**src/rtl/drs_pkg.sv**
```systemverilog
package drs_pkg;

    // Command codes presented by the command decoder
    typedef enum logic [2:0] {
        DRS_CMD_NOP = 3'b000,
        DRS_CMD_REF = 3'b001,
        DRS_CMD_MRS = 3'b010,
        DRS_CMD_SELF_REFRESH = 3'b011,
        DRS_CMD_TRAIN = 3'b100,
        DRS_CMD_ACCESS = 3'b101
    } drs_cmd_e;

    // Bank geometry
    localparam int DRS_BANKS = 16;
    localparam logic [4:0] DRS_SINGLE_SET = 5'h10;
    localparam logic [4:0] DRS_PAIRED_SET = 5'h08;
    localparam int DRS_RCNT_W = 16;
    localparam logic [15:0] DRS_RCNT_RST = 16'h0000;

    // APB register byte addresses
    localparam logic [7:0] DRS_ADDR_CTRL = 8'h00;
    localparam logic [7:0] DRS_ADDR_STAT = 8'h04;
    localparam logic [7:0] DRS_ADDR_RCNT = 8'h08;
    localparam logic [7:0] DRS_ADDR_TIME = 8'h0c;

    // Control register fields
    localparam int DRS_CTRL_PAIRED = 0;
    localparam int DRS_CTRL_MSB = 1;
    localparam int DRS_CTRL_TREN = 2;
    localparam logic [2:0] DRS_CTRL_RST = 3'h4;

    // Timing, in ns, and cycles at 40 MHz
    localparam int DRS_CLK_NS = 25;
    localparam int DRS_ALL_CYCLE_NS = 200;
    localparam int DRS_BANK_CYCLE_NS = 100;
    localparam int DRS_TRAIN_DLY_NS = 50;
    localparam int DRS_ALL_CYCLE_CYC =
        (DRS_ALL_CYCLE_NS + DRS_CLK_NS - 1) / DRS_CLK_NS;
    localparam int DRS_BANK_CYCLE_CYC =
        (DRS_BANK_CYCLE_NS + DRS_CLK_NS - 1) / DRS_CLK_NS;
    localparam int DRS_TRAIN_DLY_CYC =
        (DRS_TRAIN_DLY_NS + DRS_CLK_NS - 1) / DRS_CLK_NS;

endpackage

```
**src/rtl/drs_bank_mask.sv**
```systemverilog
`timescale 1ns/1ps
// Turns a bank address into the set of banks a refresh touches
module drs_bank_mask
    import drs_pkg::*;
(
    input wire logic [3:0] bank,
    input wire logic paired,
    input wire logic msb_pair,
    output logic [15:0] mask
);

    ////////////////////////////////////////////////////////////////////
    // One decode term per bank
    genvar g;
    generate
        for (g = 0; g < DRS_BANKS; g++) begin : g_bank
            localparam logic [3:0] BK = 4'(g);
            always_comb begin
                if (!paired) begin
                    mask[g] = (bank == BK);
                end else if (msb_pair) begin
                    mask[g] = (bank[2:0] == BK[2:0]);
                end else begin
                    mask[g] = (bank[3:1] == BK[3:1]);
                end
            end
        end
    endgenerate

endmodule

```
**src/rtl/drs_refresh_sched.sv**
```systemverilog
// The register addresses and the APB interface to the registers were decided locally.
`timescale 1ns/1ps
// What this block does, and what it expects of the host
// Host waits all-bank cycle time after refresh
// Host precharges every bank before all-bank
// All-bank rows come from internal counter
// Host keeps average all-bank refresh interval
// At most eight all-bank refreshes postponed
// At most eight pulled in count
// At most nine all-bank refreshes per interval
// Training commands allowed after training delay
// Only temperature field writes during refresh
// Host sends only no-ops during impedance update
// Single-bank refresh touches only addressed bank
// Paired refresh uses pairing select bit
// Host spaces activate before bank refresh
// Host spaces bank refreshes by refresh delay
// Host waits per-bank cycle on same bank
// Bank precharged; row from internal counter
// Full set plus cycle time bumps counter
// Host repeats no bank within a set
// Reset, all-bank, self-refresh clear bank count
// Host keeps per-bank average rates
// Host issues all-bank refresh every millisecond
// Host finishes set before mode change
// Bit four splits all-bank from bank refresh
// Mode bit picks single or paired refresh
// Bank count wraps at sixteen or eight
module drs_refresh_sched
    import drs_pkg::*;
(
    input wire logic pclk,
    input wire logic presetn,
    input wire logic psel,
    input wire logic penable,
    input wire logic pwrite,
    input wire logic [7:0] paddr,
    input wire logic [31:0] pwdata,
    output logic [31:0] prdata,
    output logic pready,
    output logic pslverr,
    input wire logic cmd_valid,
    input wire drs_pkg::drs_cmd_e cmd_code,
    input wire logic command_address_bit_four,
    input wire logic [3:0] cmd_bank,
    output logic [15:0] refresh_bank_mask,
    output logic [15:0] refresh_row,
    output logic refresh_busy,
    output logic training_allowed
);
    import drs_pkg::*;

    ////////////////////////////////////////////////////////////////////
    // State
    typedef enum logic [1:0] {
        DRS_IDLE = 2'b00,
        DRS_ALLREF = 2'b01,
        DRS_SETWAIT = 2'b10
    } drs_state_e;

    drs_state_e state_q, state_d;       // Refresh sequencer
    logic [2:0] ctrl_q, ctrl_d;         // Mode, pairing, training bits
    logic [4:0] bank_cnt_q, bank_cnt_d; // Bank refresh commands done in set
    logic [15:0] rcnt_q, rcnt_d;        // Internal refresh counter
    logic [7:0] tmr_q, tmr_d;           // Cycle-time timer
    logic [15:0] mask_q, mask_d;        // Banks under refresh
    logic busy_q, busy_d;
    logic train_q, train_d;
    logic [31:0] rdata_q, rdata_d;
    logic ready_q, ready_d;
    logic err_q, err_d;
    logic [15:0] dec_mask;              // Decoded target banks
    logic [4:0] set_len;                // Refreshes per set

    ////////////////////////////////////////////////////////////////////
    // Bank decode
    drs_bank_mask i_drs_bank_mask (
        .bank(cmd_bank),
        .paired(ctrl_q[DRS_CTRL_PAIRED]),
        .msb_pair(ctrl_q[DRS_CTRL_MSB]),
        .mask(dec_mask)
    );

    // Set length follows refresh mode
    assign set_len = ctrl_q[DRS_CTRL_PAIRED] ? DRS_PAIRED_SET
                                             : DRS_SINGLE_SET;

    ////////////////////////////////////////////////////////////////////
    // Refresh sequencing
    always_comb begin
        state_d = state_q;
        bank_cnt_d = bank_cnt_q;
        rcnt_d = rcnt_q;
        tmr_d = tmr_q;
        mask_d = mask_q;
        busy_d = busy_q;
        train_d = train_q;
        // Timer runs down while nonzero
        if (tmr_q != 8'h00) begin
            tmr_d = tmr_q - 8'h01;
        end
        unique case (state_q)
            DRS_IDLE: begin
                mask_d = 16'h0000;
                busy_d = 1'b0;
            end
            DRS_ALLREF: begin
                // Training window opens after training delay; the flag
                // registers one cycle late, so it is armed one count early
                if (!ctrl_q[DRS_CTRL_TREN] && tmr_q <=
                    8'(DRS_ALL_CYCLE_CYC - DRS_TRAIN_DLY_CYC + 1)) begin
                    train_d = 1'b1;
                end
                if (tmr_q == 8'h00) begin
                    state_d = DRS_IDLE;
                    train_d = 1'b0;
                    busy_d = 1'b0;
                    mask_d = 16'h0000;
                end
            end
            DRS_SETWAIT: begin
                // Counter bumps once the last cycle time has run out
                if (tmr_q == 8'h00) begin
                    rcnt_d = rcnt_q + 16'h0001;
                    state_d = DRS_IDLE;
                    busy_d = 1'b0;
                    mask_d = 16'h0000;
                end
            end
            default: state_d = DRS_IDLE;
        endcase
        // Refresh and self-refresh commands override the running state
        if (cmd_valid && cmd_code == DRS_CMD_REF) begin
            if (command_address_bit_four) begin
                // All-bank: row from counter, bank address ignored
                mask_d = 16'hffff;
                bank_cnt_d = 5'h00;
                rcnt_d = rcnt_q + 16'h0001;
                tmr_d = 8'(DRS_ALL_CYCLE_CYC);
                state_d = DRS_ALLREF;
                busy_d = 1'b1;
                train_d = 1'b0;
            end else begin
                // Bank refresh: only decoded banks, row from counter
                mask_d = dec_mask;
                busy_d = 1'b1;
                tmr_d = 8'(DRS_BANK_CYCLE_CYC);
                if (bank_cnt_q + 5'h01 >= set_len) begin
                    bank_cnt_d = 5'h00;
                    state_d = DRS_SETWAIT;
                end else begin
                    bank_cnt_d = bank_cnt_q + 5'h01;
                    state_d = DRS_IDLE;
                end
            end
        end else if (cmd_valid && cmd_code == DRS_CMD_SELF_REFRESH) begin
            // Self refresh entry drops a partial set uncounted
            bank_cnt_d = 5'h00;
            state_d = DRS_IDLE;
            busy_d = 1'b0;
            train_d = 1'b0;
            mask_d = 16'h0000;
        end
    end

    ////////////////////////////////////////////////////////////////////
    // APB slave, single-cycle answer
    always_comb begin
        ctrl_d = ctrl_q;
        rdata_d = rdata_q;
        ready_d = 1'b0;
        err_d = 1'b0;
        if (psel && !penable) begin
            ready_d = 1'b1;
            rdata_d = 32'h0000_0000;
            unique case (paddr)
                DRS_ADDR_CTRL: rdata_d = {29'h0, ctrl_q};
                DRS_ADDR_STAT: rdata_d = {24'h0, train_q, busy_q,
                                          1'b0, bank_cnt_q};
                DRS_ADDR_RCNT: rdata_d = {16'h0, rcnt_q};
                DRS_ADDR_TIME: rdata_d = {24'h0, tmr_q};
                default: err_d = 1'b1;
            endcase
        end
        // Write lands on the completing access edge
        if (psel && penable && ready_q && pwrite &&
            paddr == DRS_ADDR_CTRL) begin
            ctrl_d = pwdata[2:0];
        end
    end

    ////////////////////////////////////////////////////////////////////
    // Registers
    always_ff @(posedge pclk or negedge presetn) begin
        if (!presetn) begin
            state_q <= DRS_IDLE;
            ctrl_q <= DRS_CTRL_RST;
            bank_cnt_q <= 5'h00;
            rcnt_q <= DRS_RCNT_RST;
            tmr_q <= 8'h00;
            mask_q <= 16'h0000;
            busy_q <= 1'b0;
            train_q <= 1'b0;
            rdata_q <= 32'h0000_0000;
            ready_q <= 1'b0;
            err_q <= 1'b0;
        end else begin
            state_q <= state_d;
            ctrl_q <= ctrl_d;
            bank_cnt_q <= bank_cnt_d;
            rcnt_q <= rcnt_d;
            tmr_q <= tmr_d;
            mask_q <= mask_d;
            busy_q <= busy_d;
            train_q <= train_d;
            rdata_q <= rdata_d;
            ready_q <= ready_d;
            err_q <= err_d;
        end
    end

    // Outputs straight from flip-flops
    assign prdata = rdata_q;
    assign pready = ready_q;
    assign pslverr = err_q;
    assign refresh_bank_mask = mask_q;
    assign refresh_row = rcnt_q;
    assign refresh_busy = busy_q;
    assign training_allowed = train_q;

endmodule

```
**config.mk**
```make
export PLATFORM = sky130hd
export DESIGN_NAME = drs_refresh_sched
export DESIGN_NICKNAME = d
export VERILOG_FILES = /design/src/rtl/drs_pkg.sv /design/src/rtl/drs_bank_mask.sv /design/src/rtl/drs_refresh_sched.sv
export SDC_FILE = /design/constraint.sdc
export NUM_CORES = 1
export LEC_CHECK = 0
export ABC_AREA = 1
export BUFFER_PORTS_ARGS = -buffer_cell sky130_fd_sc_hd__buf_4
export CORE_ASPECT_RATIO = 1.25
export CORE_MARGIN = 1
export CORE_UTILIZATION = 40
export CTS_CLUSTER_DIAMETER = 40
export CTS_CLUSTER_SIZE = 30
export DETAILED_ROUTE_END_ITERATION = 8
export SETUP_SLACK_MARGIN = 0.05
export SYNTH_ARGS = -nofsm -noshare
export SYNTH_HDL_FRONTEND = slang
export SYNTH_SLANG_ARGS = --single-unit
```
**constraint.sdc**
```tcl
create_clock -name pclk -period 3.6 [get_ports pclk]
set_clock_uncertainty 0.2 [all_clocks]
set_input_delay 0.72 -clock pclk [delete_from_list [all_inputs] [get_ports pclk]]
set_output_delay 0.72 -clock pclk [all_outputs]
set_load 0.02 [all_outputs]
```
==> flow_summary_export.csv, run 1 <==
group,metric,value,unit
critical_path,start_kind,"flop",
sta,tightest_slew,887,ps
sta,max_freq,0.428,GHz
clock_tree,tritoncts,"done",
clock_tree,cts-root-buf,"clkbuf_16",
sta,period_share,0.649,
clock_tree,clk_pin_slew,60,ps
sta,rsz0062_at_grt,"no",
critical_path,required,3590,ps
pwr,power,2.55,mW
routing,ant_nets,0,
routing,viasPerCell,4.93,
synth,yosysSeqAreaShare,0.429,
floorplan,rows,40,
routing,vias,3749,
routing,drcViolationCount,0,
synth,synth-seq-cells,70,
routing,routed_wl,10100,µm
layout,area_delta_synth_final,23.3,%
critical_path,end_kind,"flop",
critical_path,slowest_delay,490,ps
synth,avgSynthCellArea,7.38,µm²
routing,dr.pass1.iters,4,
floorplan,io_pins,122,
pwr,powerDensity,506,nW/µm²
global_route,grtUsageTotal,0.203,
critical_path,crit_fanout,6,
synth,ys_warn_count,0,
floorplan,fp.dieW,92.4,µm
layout,final_common_cell,"nand2_1",
layout,antenna_cells,0,
min_path,hp-class,"flop to flop",
clock_tree,holdBufCountCts,0,
clock_tree,clock_latency,330,ps
synth,synth_cell_types,35,
critical_path,cp_slowest_cell,"o21ai_0",
place,port_buffers,76,
clock_tree,numCtsBuffers,9,
clock_tree,cts.sinks,70,
sta,timing.setup.tns,0,ps
sta,report.final.setup_viol,0,
place,post-dp-hpwl,7540,µm
critical_path,critical_path_class,"flop to flop",
global_route,grt_overflow_total,0,
place,gp_congestion,0.866,
sta,min_period,2330,ps
floorplan,core_area,9760,µm²
synth,syn_area,4090,µm²
critical_path,cp_cell_sequence,"ha_1 -> nand3_1 -> xor2_1 -> inv_1 -> ha_1 -> inv_1 -> o21ai_0 -> o21ai_0",
global_route,first_global_vias,3503,
routing,first_iter_violations,120,
sta,final_hold_viol_count,0,
synth,syn_inst,554,
floorplan,dieArea,10600,µm²
clock_tree,cts_setup_buffers,0,
clock_tree,htreeDepth,3,
global_route,grt_pass1_wl,16700,µm
global_route,grt_max_degree,71,
pwr,ir_drop,0.238,mV
critical_path,cp.arrival,2320,ps
sta,slew_headroom,0.409,
sta,drv_slew,0,
pwr,leakagePower,2.66,nW
floorplan,start_util,0.419,
layout,drive_above_1_share,0.170,
clock_tree,cts.path.max_buffers,2,
clock_tree,post_cts_resized,0,
routing,post_drt_wl_per_cell,13.3,µm
job,max-cap-violations,0,
layout,nNetsFinal,694,
layout,layout_common_cells,"177 x nand2_1, 79 x buf_4, 69 x dfrtp_1",
global_route,antenna_found_initial,0,
run_status,status,"finished clean",
floorplan,die_h,115,µm
## through the flow
stage	setup WS (ps)	hold WS [ps]	utilization	cell area, µm²	cells
5_1_grt	1000	299	0.517	5040	761
3_3_place_gp	973	267	0.481	4690	745
2_1_floorplan	1590	224	-	4150	569
6_report	1270	278	0.517	5040	761
3_5_place_dp	911	266	0.481	4690	745
4_1_cts	1230	282	0.517	5040	761
## kinds of logic (layout without fill, tap and decap cells)
logic type / Yosys count / in the layout / share of synthesized area
compound gates: 53 / 53 / 0.0725
xor+xnor: 11 / 11 / 0.0254
fa+ha+maj: 10 / 10 / 0.0306
buf+inv: 89 / 155 / 0.105
flops: 70 / 70 / 0.429
other cells: 1 / 16 / 0.000917
simple gates: 320 / 320 / 0.337
## critical path: cells and delay by family, from the launching register on
kind | cells | cell delay [ps]
compound gates | 2 | 650
xor+xnor | 1 | 150
fa+ha+maj | 2 | 530
buf+inv | 2 | 110
flops | 1 | 440
simple gates | 1 | 100
## cells in the mapped netlist
library cell  number  share of area
o21ai_0           33          0.040
nand4_1           10          0.015
a31oi_1            1         0.0015
inv_2              1        0.00092
dfrtp_1           69           0.42
xnor2_1            5          0.011
o31ai_1            6          0.011
clkinv_1           2         0.0018
nand3_1           64          0.078
xor2_1             5          0.011
nand2_4            2         0.0055
nor3_1             5         0.0061
buf_6              4          0.011
ha_1              10          0.031
dfstp_2            1         0.0064
nor2_4             1         0.0028
o21ai_1            1         0.0012
nand2_1          177           0.16
nand2_2            3         0.0046
conb_1             1        0.00092
buf_4             16          0.029
clkbuf_1           5         0.0046
buf_2              3         0.0037
nand3_2            1         0.0024
nand3_4            1         0.0043
nor2_1            49          0.045
a21oi_1            6         0.0073
xnor2_2            1         0.0040
buf_1              1        0.00092
o2bb2ai_1          1         0.0021
nor2_2             4         0.0061
o211ai_1           4         0.0073
o22ai_1            1         0.0015
or2_0              3         0.0046
inv_1             57          0.052
## routing by layer
metal  GRT usage  part of all wire  vias up
met4      0.0698             0.014        0
li1            -                 -     1895
met1       0.254              0.44     1761
met2       0.350              0.51       83
met3      0.0384             0.039       10
met5           0                 0        -
## cell type report
class | count | area (µm²)
flip-flops and latches | 70 | 1750
multi-input cells | 410 | 1970
clock inverters | 3 | 90.1
fillers | 961 | 4710
well taps | 126 | 158
clock buffers | 13 | 260
inverters | 60 | 225
repair buffers | 79 | 593
## report_power, final
part / internal, mW / switching (mW)
Sequential: 0.877 / 0.106
Clock: 0.715 / 0.327
Combinational: 0.193 / 0.335
## registers in the layout (all words and copies together) (netlist names)
register           flops
bank_cnt_q             5
ctrl_q                 3
prdata                16
pready                 1
pslverr                1
refresh_bank_mask     16
refresh_busy           1
refresh_row           16
state_q                2
tmr_q                  8
training_allowed       1
## worst paths after layout
kind	from	end	slack [ps]	cells past startpoint
max in group asynchronous	presetn	refresh_row[1]$_DFF_PN0_	2310	1
hold / removal	refresh_bank_mask[8]$_DFFE_PN0P_	refresh_bank_mask[8]$_DFFE_PN0P_	280	2
min in group asynchronous	presetn	refresh_row[2]$_DFF_PN0_	310	1
setup reg to reg	bank_cnt_q[0]$_DFFE_PN0N_	bank_cnt_q[1]$_DFFE_PN0N_	1270	8
setup / recovery	bank_cnt_q[0]$_DFFE_PN0N_	bank_cnt_q[1]$_DFFE_PN0N_	1270	8
hold reg to reg	refresh_bank_mask[8]$_DFFE_PN0P_	refresh_bank_mask[8]$_DFFE_PN0P_	280	2
No activity file was read; power rests on OpenSTA's default activity.
==> inputs of run 2 (changes only) <==
Clock period 3.6 ns to 2.42 ns, I/O delays scaled along.
==> run 2 against run 1 <==
Die area did not move; largest cell class unchanged; sequential power is 49% higher; largest power group is now registers; hold slack worse by 97 ps; critical path depth is 4 higher; cell count grew 0.92%; core utilization decreased by 0.17 points; global-route usage up 0.22 points; register-to-register slack got worse by 1000 ps.
==> flow_summary_export.csv, run 2 (synthesis gave the netlist of run 1 again) <==
group,metric,value,unit
run_status,status,"finished clean",
layout,area_delta_synth_final,22.9,%
floorplan,fp.dieW,92.4,µm
place,post-dp-hpwl,7860,µm
sta,fin_ws,246,ps
sta,slew_headroom,0.541,
global_route,grt_max_degree,46,
global_route,first_global_vias,3590,
critical_path,cp.buffers_inverters,3,
critical_path,timing.rr.end,"state_q[1]$_DFFE_PN0P_",
critical_path,end_kind,"flop",
routing,vias,3777,
critical_path,start_kind,"flop",
clock_tree,tritoncts,"done",
routing,drcViolationCount,0,
layout,stdcell_count,768,
critical_path,timing.rr.start,"bank_cnt_q[1]$_DFFE_PN0N_",
layout,final_common_cell,"nand2_1",
pwr,power,3.43,mW
clock_tree,htreeDepth,3,
routing,dr_wl_met3,463,µm
pwr,intPower,2.29,mW
pwr,switching_share,0.333,
routing,ant_nets,0,
pwr,ir_drop,0.367,mV
sta,timing.setup.tns,0,ps
critical_path,critical_path_class,"flop to flop",
pwr,p_seq_frac,0.427,
sta,holdWs,181,ps
global_route,grt_pass1_wl,17000,µm
floorplan,rows,40,
place,place_worst_setup_slack,197,ps
routing,first_iter_violations,153,
layout,antenna_cells,0,
floorplan,die_h,115,µm
critical_path,crit_fanout,5,
routing,routed_wl,10300,µm
clock_tree,cts.path.max_buffers,2,
routing,top_layer,"met4",
sta,rsz0062_at_grt,"no",
routing,dr.pass1.iters,4,
sta,tightest_slew,688,ps
layout,nNetsFinal,702,
critical_path,critPathTopFamily,"adder cells",
place,place_area,4750,µm²
clock_tree,clk_pin_slew,60,ps
routing,wl_met2,5200,µm
layout,stdcell_area,5030,µm²
critical_path,slowest_delay,440,ps
layout,utilization,0.515,
floorplan,start_util,0.419,
pwr,pwr-share-clk,0.340,
pwr,switchingPower,1.14,mW
floorplan,io_pins,122,
pwr,power_frac_comb,0.233,
clock_tree,numCtsBuffers,9,
global_route,antenna_found_initial,0,
job,max-cap-violations,0,
sta,max_freq,0.460,GHz
sta,min_period,2170,ps
place,placed_cells,751,
global_route,grtUsageTotal,0.205,
floorplan,dieArea,10600,µm²
min_path,hp-class,"input pin to flop",
critical_path,cp.arrival,2180,ps
clock_tree,clock_latency,330,ps
critical_path,reg2reg_slack,250,ps
place,gp_congestion,0.878,
critical_path,cp_cell_sequence,"ha_1 -> nand3_1 -> xor2_1 -> inv_1 -> ha_1 -> inv_1 -> nor2_1 -> nor2_1 -> o21ai_0 -> buf_4 -> nand2_1 -> o21ai_0",
routing,post_drt_wl_per_cell,13.4,µm
critical_path,crit_cells,12,
global_route,grt_overflow_total,0,
layout,drive_above_1_share,0.179,
critical_path,cp_slowest_cell,"dfrtp_2",
pwr,powerDensity,682,nW/µm²
critical_path,critPathCapture,"state_q[1]$_DFFE_PN0P_",
sta,report.final.setup_viol,0,
critical_path,cp-startpoint,"bank_cnt_q[1]$_DFFE_PN0N_",
routing,wl_met1,4500,µm
layout,layout_common_cells,"177 x nand2_1, 85 x buf_4, 68 x dfrtp_1",
sta,drv_slew,0,
floorplan,core_area,9760,µm²
critical_path,reg2reg_depth,12,
clock_tree,cts.sinks,70,
place,port_buffers,76,
clock_tree,cts-root-buf,"clkbuf_16",
sta,final_hold_viol_count,0,
critical_path,required,2430,ps
sta,period_share,0.898,
pwr,leakagePower,2.65,nW
routing,viasPerCell,4.92,
-- run 2: cell count changes in the layout (fill, tap and decap cells not counted) --
cell,change
clkinvlp_4,+2
dfrtp_2,+1
buf_4,+6
dlygate4sd3_1,+1
clkinv_2,+2
dfrtp_1,-1
clkbuf_8,-2
bufinv_16,-3
buf_12,+1
-- run 2: tightest hold or removal path: stages --
cell	delay, ps
buf_4	110
inv_1	40
o21ai_0	70
-- run 2: layout make-up --
cell class                 instances  area [µm²]
clock buffer                      11         233
clock inverter                     4        25.0
fill                             990        4730
inverter                          60         225
multi-input combinational        410        1970
sequential                        70        1750
tap                              126         158
timing repair buffer              87         668
-- run 2: how the worst min path moves through the flow --
stage	start	to	slack [ps]	cells after the start
floorplan	presetn	bank_cnt_q[0]$_DFFE_PN0N_	-10	0
finish	pwdata[2]	ctrl_q[2]$_DFFE_PN1P_	180	3
global placement	presetn	refresh_row[4]$_DFF_PN0_	230	1
detailed placement	presetn	refresh_row[2]$_DFF_PN0_	220	1
global route	pwdata[2]	ctrl_q[2]$_DFFE_PN1P_	210	3
CTS	pwdata[2]	ctrl_q[2]$_DFFE_PN1P_	180	3
-- run 2: what timing repair did --
action                     in CTS  in global routing
gates resized for setup         0                  1
hold buffers                    1                  0
hold endpoints to repair       24                  0
setup buffers                   0                  1
setup endpoints to repair       0                  3
-- run 2: power groups by stage --
stage / Sequential [mW] / Clock, mW / Combinational, mW
6_report: 1.46 / 1.16 / 0.800
2_1_floorplan: 1.51 / 0 / 0.483
3_5_place_dp: 1.48 / 0 / 0.797
3_3_place_gp: 1.48 / 0 / 0.781
5_1_grt: 1.48 / 1.25 / 0.920
4_1_cts: 1.46 / 1.19 / 0.801
-- run 2: metal layers --
metal	global-route usage	up-vias
met2	0.354	84
met1	0.254	1771
met3	0.0423	15
li1	-	1907
met5	0	-
met4	0.0698	0
